==> src/inc/cmbr_pkg.sv <==
/*
  Shared constants and types for the chain-mode readout of a 14-bit
  sampling converter with busy indicator.
  Assumes a single 10 MHz system clock; all pins are asynchronous to it.
*/
// Operation
// - With chain input and convert strobe both low, the serial output is driven low.
// - A convert strobe rise while the shift clock is high starts a conversion in chain mode with the busy indicator on.
// - When all converters in the chain are done, the near-end serial output is driven high.
// - After completion the device is in acquisition with its converter powered down until the next start.
// - The result leaves on the serial output MSB first, one bit per shift clock falling edge.
// - Each shift clock falling edge after the one that retires the marker loads the chain input into the shift register input end.
`default_nettype none

package cmbr_pkg;

  localparam int unsigned DATA_W        = 14;
  localparam int unsigned CONV_DIV      = 4;
  localparam int unsigned CONV_TICKS    = 16;
  localparam int unsigned DIV_W         = 8;
  localparam int unsigned TICK_W        = 8;
  localparam logic [DATA_W-1:0] SREG_RST = 14'h0000;

  typedef enum logic [1:0] {
    CMBR_IDLE    = 2'b00,
    CMBR_CONVERT = 2'b01,
    CMBR_MARK    = 2'b10,
    CMBR_READ    = 2'b11
  } cmbr_state_t;

  typedef struct packed {
    logic convert_strobe;
    logic shift_clock;
    logic chain_input;
  } cmbr_pins_t;

endpackage

`default_nettype wire

==> src/rtl/cmbr_conv_timer.sv <==
/*
  Conversion timer: an internal conversion clock enable from a divider,
  and a count of its ticks that ends in a one-cycle done pulse.
  Assumes start is a one-cycle pulse on clk and abort ends the frame.
*/
`timescale 1ns/1ns
`default_nettype none

module cmbr_conv_timer (
  // Clock and reset
  input  wire logic clk,
  input  wire logic rst_n,
  // Control
  input  wire logic start,
  input  wire logic abort,
  // Status
  output logic      running,
  output logic      done
);

  logic [cmbr_pkg::DIV_W-1:0]  div_reg;
  logic [cmbr_pkg::TICK_W-1:0] tick_reg;
  logic                        run_reg;
  logic                        done_reg;
  wire  logic                  conv_en;
  wire  logic                  last_tick;

  // Divider runs only while converting so the converter draws nothing idle
  assign conv_en   = run_reg &&
                     (div_reg == cmbr_pkg::DIV_W'(cmbr_pkg::CONV_DIV - 1));
  assign last_tick = conv_en &&
                     (tick_reg == cmbr_pkg::TICK_W'(cmbr_pkg::CONV_TICKS - 1));
  assign running   = run_reg;
  assign done      = done_reg;

  always_ff @(posedge clk or negedge rst_n) begin
    if (!rst_n) begin
      div_reg  <= '0;
      tick_reg <= '0;
      run_reg  <= 1'b0;
      done_reg <= 1'b0;
    end else begin
      done_reg <= last_tick && !abort;
      if (start) begin
        run_reg  <= 1'b1;
        div_reg  <= '0;
        tick_reg <= '0;
      end else if (abort || last_tick) begin
        run_reg  <= 1'b0;
      end else if (run_reg) begin
        div_reg <= conv_en ? '0 : div_reg + 1'b1;
        if (conv_en) begin
          tick_reg <= tick_reg + 1'b1;
        end
      end
    end
  end

endmodule

`default_nettype wire

==> src/rtl/cmbr_chain.sv <==
/*
  Chain-mode converter readout with busy indicator: start detection,
  conversion timing, busy marker and the 14-bit chain shift register.
  Assumes the pins arrive asynchronously and the analog core presents a
  stable code on sample_code at the start of every conversion.
*/
`timescale 1ns/1ns
`default_nettype none

module cmbr_chain (
  // Clock and reset
  input  wire logic                        clk,
  input  wire logic                        rst_n,
  // Pins from the host and the upstream converter
  input  wire cmbr_pkg::cmbr_pins_t        pins,
  // Analog core
  input  wire logic [cmbr_pkg::DATA_W-1:0] sample_code,
  output logic                             sample_take,
  // Serial output pin
  output logic                             serial_output,
  output logic                             serial_output_oe,
  // Status
  output logic                             converting,
  output logic                             powered_down
);

  cmbr_pkg::cmbr_pins_t        meta_reg;
  cmbr_pkg::cmbr_pins_t        sync_reg;
  cmbr_pkg::cmbr_pins_t        prev_reg;
  cmbr_pkg::cmbr_state_t       state_reg;
  cmbr_pkg::cmbr_state_t       state_next;
  logic [cmbr_pkg::DATA_W-1:0] code_reg;
  logic [cmbr_pkg::DATA_W-1:0] sreg_reg;
  logic [cmbr_pkg::DATA_W-1:0] sreg_next;
  logic                        sdo_reg;
  logic                        sdo_next;
  logic                        oe_reg;
  logic                        oe_next;
  logic                        take_reg;
  logic                        pd_reg;
  logic                        meta_ok_reg;
  logic                        sync_ok_reg;
  logic                        prev_ok_reg;
  logic [cmbr_pkg::DATA_W-1:0] sreg_shifted;
  wire  logic                  cnv_s;
  wire  logic                  sck_s;
  wire  logic                  sdi_s;
  wire  logic                  cnv_rise;
  wire  logic                  cnv_low;
  wire  logic                  sck_fall;
  wire  logic                  start;
  wire  logic                  conv_done;
  wire  logic                  timer_running;
  wire  logic                  edges_ok;
  wire  logic                  idle_oe;
  wire  logic                  sreg_top;
  wire  logic                  sreg_second;

  // Two-stage synchronisers; sync_reg and the edge-history prev_reg are read by logic
  always_ff @(posedge clk or negedge rst_n) begin
    if (!rst_n) begin
      meta_reg <= '0;
      sync_reg <= '0;
      prev_reg <= '0;
    end else begin
      meta_reg <= pins;
      sync_reg <= meta_reg;
      prev_reg <= sync_reg;
    end
  end

  // Edges count only once prev_reg holds a real pin sample, so a strobe
  // already high through reset is never taken for a rise
  always_ff @(posedge clk or negedge rst_n) begin
    if (!rst_n) begin
      meta_ok_reg <= 1'b0;
      sync_ok_reg <= 1'b0;
      prev_ok_reg <= 1'b0;
    end else begin
      meta_ok_reg <= 1'b1;
      sync_ok_reg <= meta_ok_reg;
      prev_ok_reg <= sync_ok_reg;
    end
  end

  assign cnv_s    = sync_reg.convert_strobe;
  assign sck_s    = sync_reg.shift_clock;
  assign sdi_s    = sync_reg.chain_input;
  assign edges_ok = prev_ok_reg;
  assign cnv_rise = edges_ok && cnv_s && !prev_reg.convert_strobe;
  assign cnv_low  = !cnv_s;
  assign sck_fall = edges_ok && !sck_s && prev_reg.shift_clock;

  // Outside a frame the pin is released while the upstream line is high
  // and driven low otherwise, so the chain never floats to a false marker
  function automatic logic idle_drive(input logic upstream);
    return !upstream;
  endfunction

  // Shift path selections used by the state machine
  assign idle_oe      = idle_drive(sdi_s);
  assign sreg_top     = sreg_reg[cmbr_pkg::DATA_W-1];
  assign sreg_second  = sreg_reg[cmbr_pkg::DATA_W-2];
  assign sreg_shifted = {sreg_reg[cmbr_pkg::DATA_W-2:0], sdi_s};

  // Both levels come from the same synchroniser stage: the shift clock
  // must already stand high when the strobe rise is seen
  assign start = (state_reg == cmbr_pkg::CMBR_IDLE) && cnv_rise &&
                 sck_s;

  cmbr_conv_timer i_cmbr_conv_timer (
    .clk     (clk),
    .rst_n   (rst_n),
    .start   (start),
    .abort   (cnv_low),
    .running (timer_running),
    .done    (conv_done)
  );

  always_comb begin
    // Defaults: line low and released, nothing shifts
    state_next = state_reg;
    sreg_next  = sreg_reg;
    sdo_next   = 1'b0;
    oe_next    = 1'b0;
    unique case (state_reg)
      cmbr_pkg::CMBR_IDLE: begin
        oe_next  = idle_oe;
        sdo_next = 1'b0;
        if (start) begin
          state_next = cmbr_pkg::CMBR_CONVERT;
          oe_next    = 1'b1;
        end
      end
      cmbr_pkg::CMBR_CONVERT: begin
        // Busy: hold the line low so downstream sees not-ready
        oe_next  = 1'b1;
        sdo_next = 1'b0;
        if (cnv_low) begin
          state_next = cmbr_pkg::CMBR_IDLE;
          oe_next    = idle_oe;
        end else if (conv_done) begin
          state_next = cmbr_pkg::CMBR_MARK;
          sreg_next  = code_reg;
          sdo_next   = sdi_s;
        end
      end
      cmbr_pkg::CMBR_MARK: begin
        // Marker goes high only once every upstream part is done
        oe_next  = 1'b1;
        sdo_next = sdi_s;
        if (cnv_low) begin
          state_next = cmbr_pkg::CMBR_IDLE;
          oe_next    = idle_oe;
          sdo_next   = 1'b0;
        end else if (sck_fall) begin
          // First falling edge only retires the marker: 14N+1 clocks
          state_next = cmbr_pkg::CMBR_READ;
          sdo_next   = sreg_top;
        end
      end
      cmbr_pkg::CMBR_READ: begin
        oe_next  = 1'b1;
        sdo_next = sreg_top;
        if (cnv_low) begin
          state_next = cmbr_pkg::CMBR_IDLE;
          oe_next    = idle_oe;
          sdo_next   = 1'b0;
        end else if (sck_fall) begin
          sreg_next = sreg_shifted;
          sdo_next  = sreg_second;
        end
      end
    endcase
  end

  always_ff @(posedge clk or negedge rst_n) begin
    if (!rst_n) begin
      state_reg <= cmbr_pkg::CMBR_IDLE;
      sreg_reg  <= cmbr_pkg::SREG_RST;
      sdo_reg   <= 1'b0;
      oe_reg    <= 1'b0;
    end else begin
      state_reg <= state_next;
      sreg_reg  <= sreg_next;
      sdo_reg   <= sdo_next;
      oe_reg    <= oe_next;
    end
  end

  // Sample is taken at the conversion start edge
  always_ff @(posedge clk or negedge rst_n) begin
    if (!rst_n) begin
      code_reg <= cmbr_pkg::SREG_RST;
      take_reg <= 1'b0;
    end else begin
      take_reg <= start;
      if (start) begin
        code_reg <= sample_code;
      end
    end
  end

  // Acquisition phase: core powered down from completion to next start
  always_ff @(posedge clk or negedge rst_n) begin
    if (!rst_n) begin
      pd_reg <= 1'b1;
    end else if (start) begin
      pd_reg <= 1'b0;
    end else if (conv_done || !timer_running) begin
      pd_reg <= 1'b1;
    end
  end

  // Every pin and status output comes straight from a flop
  assign serial_output    = sdo_reg;
  assign serial_output_oe = oe_reg;
  assign sample_take      = take_reg;
  assign converting       = timer_running;
  assign powered_down     = pd_reg;

endmodule

`default_nettype wire

==> config.mk <==
export PLATFORM = sky130hd
export DESIGN_NAME = cmbr_chain
export DESIGN_NICKNAME = d
export VERILOG_FILES = /design/src/inc/cmbr_pkg.sv /design/src/rtl/cmbr_conv_timer.sv /design/src/rtl/cmbr_chain.sv
export SDC_FILE = /design/constraint.sdc
export NUM_CORES = 1
export LEC_CHECK = 0
export ABC_CLOCK_PERIOD_IN_PS = 3800
export BUFFER_PORTS_ARGS = -buffer_cell sky130_fd_sc_hd__buf_4
export CAP_MARGIN = 10
export CORE_MARGIN = 1.5
export CORE_UTILIZATION = 35
export DETAILED_ROUTE_END_ITERATION = 8
export HOLD_SLACK_MARGIN = 0.08
export SYNTH_ARGS = -nofsm -noshare
export SYNTH_HDL_FRONTEND = slang
export SYNTH_SLANG_ARGS = --single-unit
==> constraint.sdc <==
create_clock -name clk -period 3.8 [get_ports clk]
set_input_delay 0.38 -clock clk [delete_from_list [all_inputs] [get_ports clk]]
set_output_delay 0.38 -clock clk [all_outputs]
set_load 0.03 [all_outputs]
# [After elaboration in Yosys (flattened, before gate mapping)]
# Cells that the tools add are included.
# W data, S select, Z words.
[word_totals] ff_bits=63 output_inout_bits=5
[classes] addsub=2 n_eq_ne=14 mux=34 n_reduce_logical=27
[op_table] operator="$mux W8" n=8
[op_table] operator="$mux W14" n=4
[op_table] operator="$pmux W14 S2" n=1
[op_table] operator="$add A8 B1 Y8 const B" n=2
[op_table] operator="$mux W1" n=12
[op_table] operator="$mux W2" n=6
[op_table] operator="$ne A2 B2 Y1 const B" n=6
[op_table] operator="$reduce_bool A2 Y1" n=5
[op_table] operator="$logic_and A1 B1 Y1" n=9
[op_table] operator="$eq A8 B2 Y1 const B" n=1
[op_table] operator="$eq A8 B4 Y1 const B" n=1
[op_table] operator="$pmux W2 S4" n=1
[op_table] operator="$logic_not A1 Y1" n=5
[op_table] operator="$reduce_and A5 Y1" n=1
[op_table] operator="$eq A2 B2 Y1 const B" n=2
[op_table] operator="$pmux W1 S4" n=1
[op_table] operator="$reduce_and A4 Y1" n=1
[op_table] operator="$ne A3 B2 Y1 const B" n=1
[op_table] operator="$ne A3 B3 Y1 const B" n=1
[op_table] operator="$reduce_and A3 Y1" n=1
[op_table] operator="$reduce_or A3 Y1" n=1
[op_table] operator="$eq A2 B1 Y1 const B" n=1
[op_table] operator="$logic_not A2 Y1" n=1
[op_table] operator="$logic_or A1 B1 Y1" n=2
[op_table] operator="other kinds (3)" n=3

# [Longest topological paths before layout]
[depth] depth_word=6 depth_mapped=7 mapped_depth_nobuf=5

# [Cells and area by module]
# From an unflattened synthesis, not the netlist that was laid out.
[unflattened] hier_cells=211 hier_area_um2=2829.0
[modules_own_cells] mod="cmbr_chain" n_inst=1 cells_each=116 area_per_inst_um2=1873.0 seq_area_each_um2=1127.3
[modules_own_cells] mod="cmbr_conv_timer" n_inst=1 cells_each=95 area_per_inst_um2=955.9 seq_area_each_um2=450.4

# [Least setup slack after synthesis]
# OpenSTA, ideal clock, no wires.
[synth_path] kind="register -> register" from="reg i_cmbr_conv_timer.div_reg[4] (netlist bit)" to="reg i_cmbr_conv_timer.div_reg[5] (netlist bit)" t_arrival_ns=1.656 t_required_ns=3.666 path_slack_ns=2.010 stages_incl_launch_ff=5 period_less_slack_ns=1.790 path_cell_list="dfrtp_1 -> or4_4 -> o41ai_4 -> or4_1 -> a21oi_2"
[synth_via] elab_chain_cells=6
[synth_lines] element="from (decl)" line_no="cmbr_conv_timer.sv:21" text="logic [cmbr_pkg::DIV_W-1:0] div_reg;"
[synth_lines] element="from (signal assigned)" line_no="cmbr_conv_timer.sv:51" text="div_reg <= conv_en ? '0 : div_reg + 1'b1;"
[synth_lines] element="parallel branches: the longest is 6 deep, another holds $add A8 B1 Y8"
# Parallel ways; which one is timed is not known. The select of a mux whose other input is x is not followed.
# A chain may end at the register's enable or synchronous reset.

# [Final worst setup path]
[layout_path] from="reg i_cmbr_conv_timer.div_reg[0] (netlist bit)" to="reg i_cmbr_conv_timer.tick_reg[4] (netlist bit)"
[layout_via] elab_chain_cells=6
[layout_lines] element="$eq A8 B2 Y1 *" line_no="cmbr_conv_timer.sv:30" text="(div_reg == cmbr_pkg::DIV_W'(cmbr_pkg::CONV_DIV - 1));"
[layout_lines] element="$logic_and A1 B1 Y1 *" line_no="cmbr_conv_timer.sv:29" text="assign conv_en = run_reg &&"
[layout_lines] element="$logic_and A1 B1 Y1" line_no="cmbr_conv_timer.sv:31" text="assign last_tick = conv_en &&"
[layout_lines] element="$logic_or A1 B1 Y1" line_no="cmbr_conv_timer.sv:48" text="end else if (abort || last_tick) begin"
[layout_lines] element="$ne A2 B2 Y1 (no source line)"
[layout_lines] element="$reduce_and A3 Y1 (no source line) *"
[layout_lines] element="to (signal assigned)" line_no="cmbr_conv_timer.sv:53" text="tick_reg <= tick_reg + 1'b1;"
[layout_lines] element="to (decl)" line_no="cmbr_conv_timer.sv:22" text="logic [cmbr_pkg::TICK_W-1:0] tick_reg;"
# Every way passes the cells marked *; elsewhere a longest branch is shown, timed or not.

==> flow_summary.yaml <==
synthesis:
  synth_top_area_frac: 0.569
  avgSynthCellArea_um2: 10.3
  ys_types: 43
  synth_nets: 285
  syn_inst: 264
  synth.area.top_cells: "dfrtp_1, nand2_1, mux2i_1"
  ys_seq_area_frac: 0.578
  synth_top_area_cell: "dfrtp_1"
  yosys_warnings: 0
  syn_area_um2: 2730
  ys_ff_latch: 63
clock_network:
  cts_made_buffers: 9
  cts.path.max_buffers: 2
  cts_setup_buffers: 0
  cts_htree_levels: 3
  clk_latency_ps: 340
  cts_tree: "built"
  path_clk_slew_ps: 80
  cts_hold_buf: 0
  clkSinkCount: 63
  cts_root_buffer: "clkbuf_8"
  post_cts_resized: 0
layout:
  area_growth_pct: 18.8
  fillers: 734
  final_cell_area_um2: 3240
  drive_gt1_frac: 0.170
  final_nets: 310
  insertedDiodeCount: 0
status:
  status: "finished, final reports clean"
global_route:
  grt_pass1_wl_mm: 9.29
  grt-ovfl-total: 0
  grt_max_degree: 64
  antenna_found_initial: 0
  grt_use_total: 0.144
  first_global_vias: 2025
sta:
  worst_slack_ps: 1730
  rsz0062_at_grt: "false"
  tightest_slew_ps: 1110
  slew_violations: 0
  post-route-min-period_ps: 2070
  finalSetupTns_ps: 0
  fmax_mhz: 482
  finalSetupViolCount: 0
  fin_skew_ps: 12.4
  hold_violations: 0
  post-route-period-util: 0.546
  max_slew_margin: 0.257
floorplanning:
  die_y_um: 91.3
  die_area_um2: 8340
  ios: 24
  initial_core_util: 0.357
  die_w_um: 91.3
  rows: 32
  core_um2: 7650
worst_setup_path:
  cp.depth: 5
  crit_arrival_ps: 2330
  required_ps: 4060
  startpoint_type: "flip-flop"
  worstSetupPathType: "reg -> reg"
  path_max_fanout: 13
  endpoint_kind: "flip-flop"
  reg2reg_depth: 5
  crit_family: "simple AND/OR/NAND/NOR gates"
  critical-path-slowest-cell: "or4_1"
  path_cells: "ha_1 -> and4bb_2 -> nand3_1 -> or4_1 -> a21oi_1"
  worst-path-buf-inv: 0
  slowest_delay_ps: 610
place:
  port_buffers: 23
  gp_congestion: 0.795
  hpwl_mm: 3.42
  post_dp_cell_area_um2: 3000
  pre_cts_ws_ps: 1740
detailed_routing:
  viasPerCell: 4.97
  wire_per_inst_um: 13.3
  drc_errors: 0
  dr.first_iter.drc_count: 93
  totalWireLength_mm: 5.27
  vias: 1967
  drt_first_pass_iters: 4
  drtAntennaViolNets: 0
power_and_ir_drop:
  ir_drop_v: 0.000167
  power.share.clock: 0.451
  powerDensity_nw_per_um2: 484
  netSwitchingPower_mw: 0.350
  power_frac_comb: 0.070
  seqPwrFrac: 0.479
  p_int_mw: 1.22
  switching_share: 0.223
  p_leak_nw: 1.58
hold_path:
  holdCritPathClass: "in -> async"
job:
  max_cap_violations: 0
-- stage by stage --
stage / std cells / util / total power [mW] / hold slack [ps]
2_1_floorplan: 264 / - / 0.824 / 84.4
3_3_place_gp: 380 / 0.392 / 0.871 / 334
3_5_place_dp: 380 / 0.392 / 0.876 / 335
4_1_cts: 396 / 0.424 / 1.60 / 125
5_1_grt: 396 / 0.424 / 1.64 / 123
6_report: 396 / 0.424 / 1.57 / 99.2
-- cell families (layout without fill, tap and decap cells) --
group                      after synthesis  after routing  share of synthesized area
adders and majority gates                2              2                    0.00917
AOI/OAI and AO/OA                       49             49                      0.119
DFF                                     63             63                      0.578
buffers and inverters                   18             48                     0.0266
muxes                                   17             17                     0.0624
xor gates and xnor gates                 2              2                    0.00642
and+or+nand+nor                        112            112                      0.197
other                                    1              1                    0.00137
-- worst reg2reg max path: cells and delay by family (launching register included) --
kind,cells,cell delay (ps)
AO/OA/AOI/OAI,1,170
adder cells (fa/ha/maj),1,230
flip-flops,1,410
AND/OR/NAND/NOR,3,1180
-- cells in the mapped netlist, drive strengths merged --
library cell,instances
a21o,1
or4,6
nand4b,1
dfrtp,62
o21ai,9
conb,1
a31oi,1
mux2i,17
xor2,1
or3,2
clkinv,1
ha,2
dfstp,1
xnor2,1
and2,1
clkbuf,6
nor4,2
buf,5
nand2,58
inv,6
nor2b,1
and4bb,1
nand2b,2
o311ai,2
a311oi,1
nor3b,1
nor3,2
and3,1
o211ai,4
nand4,3
nand3,8
a21oi,23
and3b,2
o31ai,5
nand4bb,1
nor2,20
o41ai,3
-- power groups by stage --
stage / logic (mW) / registers [mW] / clock network, mW
final: 0.110 / 0.752 / 0.707
after global routing: 0.130 / 0.760 / 0.754
after CTS: 0.113 / 0.752 / 0.730
after detailed placement: 0.112 / 0.765 / 0
after global placement: 0.108 / 0.763 / 0
after floorplan: 0.0667 / 0.757 / 0
-- layout make-up --
| class | instances | area [um2] | area share |
|---|---|---|---|
| multi-input combinational | 183 | 1080 | 0.333 |
| sequential | 63 | 1580 | 0.486 |
| clock inverter | 6 | 108 | 0.0332 |
| timing repair buffer | 25 | 188 | 0.0579 |
| inverter | 7 | 26.3 | 0.00810 |
| tap | 102 | 128 | 0.0394 |
| clock buffer | 10 | 138 | 0.0424 |
-- layer usage --
metal / up-vias / share of wire / global-route usage
li1: 971 / - / -
met1: 951 / 0.46 / 0.174
met2: 38 / 0.49 / 0.228
met3: 7 / 0.035 / 0.0536
met4: 0 / 0.012 / 0.0638
met5: - / 0 / 0
-- final timing paths --
path                                                                from                                         to  slack (ps)
max in group asynchronous                                          rst_n      i_cmbr_conv_timer.running$_DFFE_PN0P_        3180
worst max-delay path            i_cmbr_conv_timer.div_reg[0]$_DFFE_PN0P_  i_cmbr_conv_timer.tick_reg[4]$_DFFE_PN0P_        1730
worst max register to register  i_cmbr_conv_timer.div_reg[0]$_DFFE_PN0P_  i_cmbr_conv_timer.tick_reg[4]$_DFFE_PN0P_        1730
min in group clk                                                 pins[1]                      meta_reg[1]$_DFF_PN0_         150
worst min-delay path                                               rst_n                    code_reg[7]$_DFFE_PN0P_         100
worst min register to register                     meta_reg[0]$_DFF_PN0_                            sdi_s$_DFF_PN0_         340
-- cell usage in the layout (no fill, tap or decap), types with 2 or more instances in the layout --
cell / synthesis / layout
nor4_2: 2 / 2
o311ai_0: 2 / 2
o211ai_1: 4 / 4
o41ai_1: 2 / 2
clkinv_2: 0 / 2
and3b_1: 2 / 2
ha_1: 2 / 2
or3_1: 2 / 2
nand4_1: 3 / 3
clkbuf_8: 0 / 10
inv_1: 6 / 6
nor2_1: 20 / 20
nand2b_1: 2 / 2
mux2i_1: 17 / 17
nor3_1: 2 / 2
bufinv_16: 0 / 3
a21oi_2: 2 / 2
nand2_1: 58 / 58
or4_1: 5 / 5
a21oi_1: 21 / 21
o31ai_1: 4 / 4
dfrtp_1: 62 / 62
nand3_1: 8 / 8
o21ai_0: 8 / 8
buf_4: 0 / 25
Power figures use the tool's default switching activity.
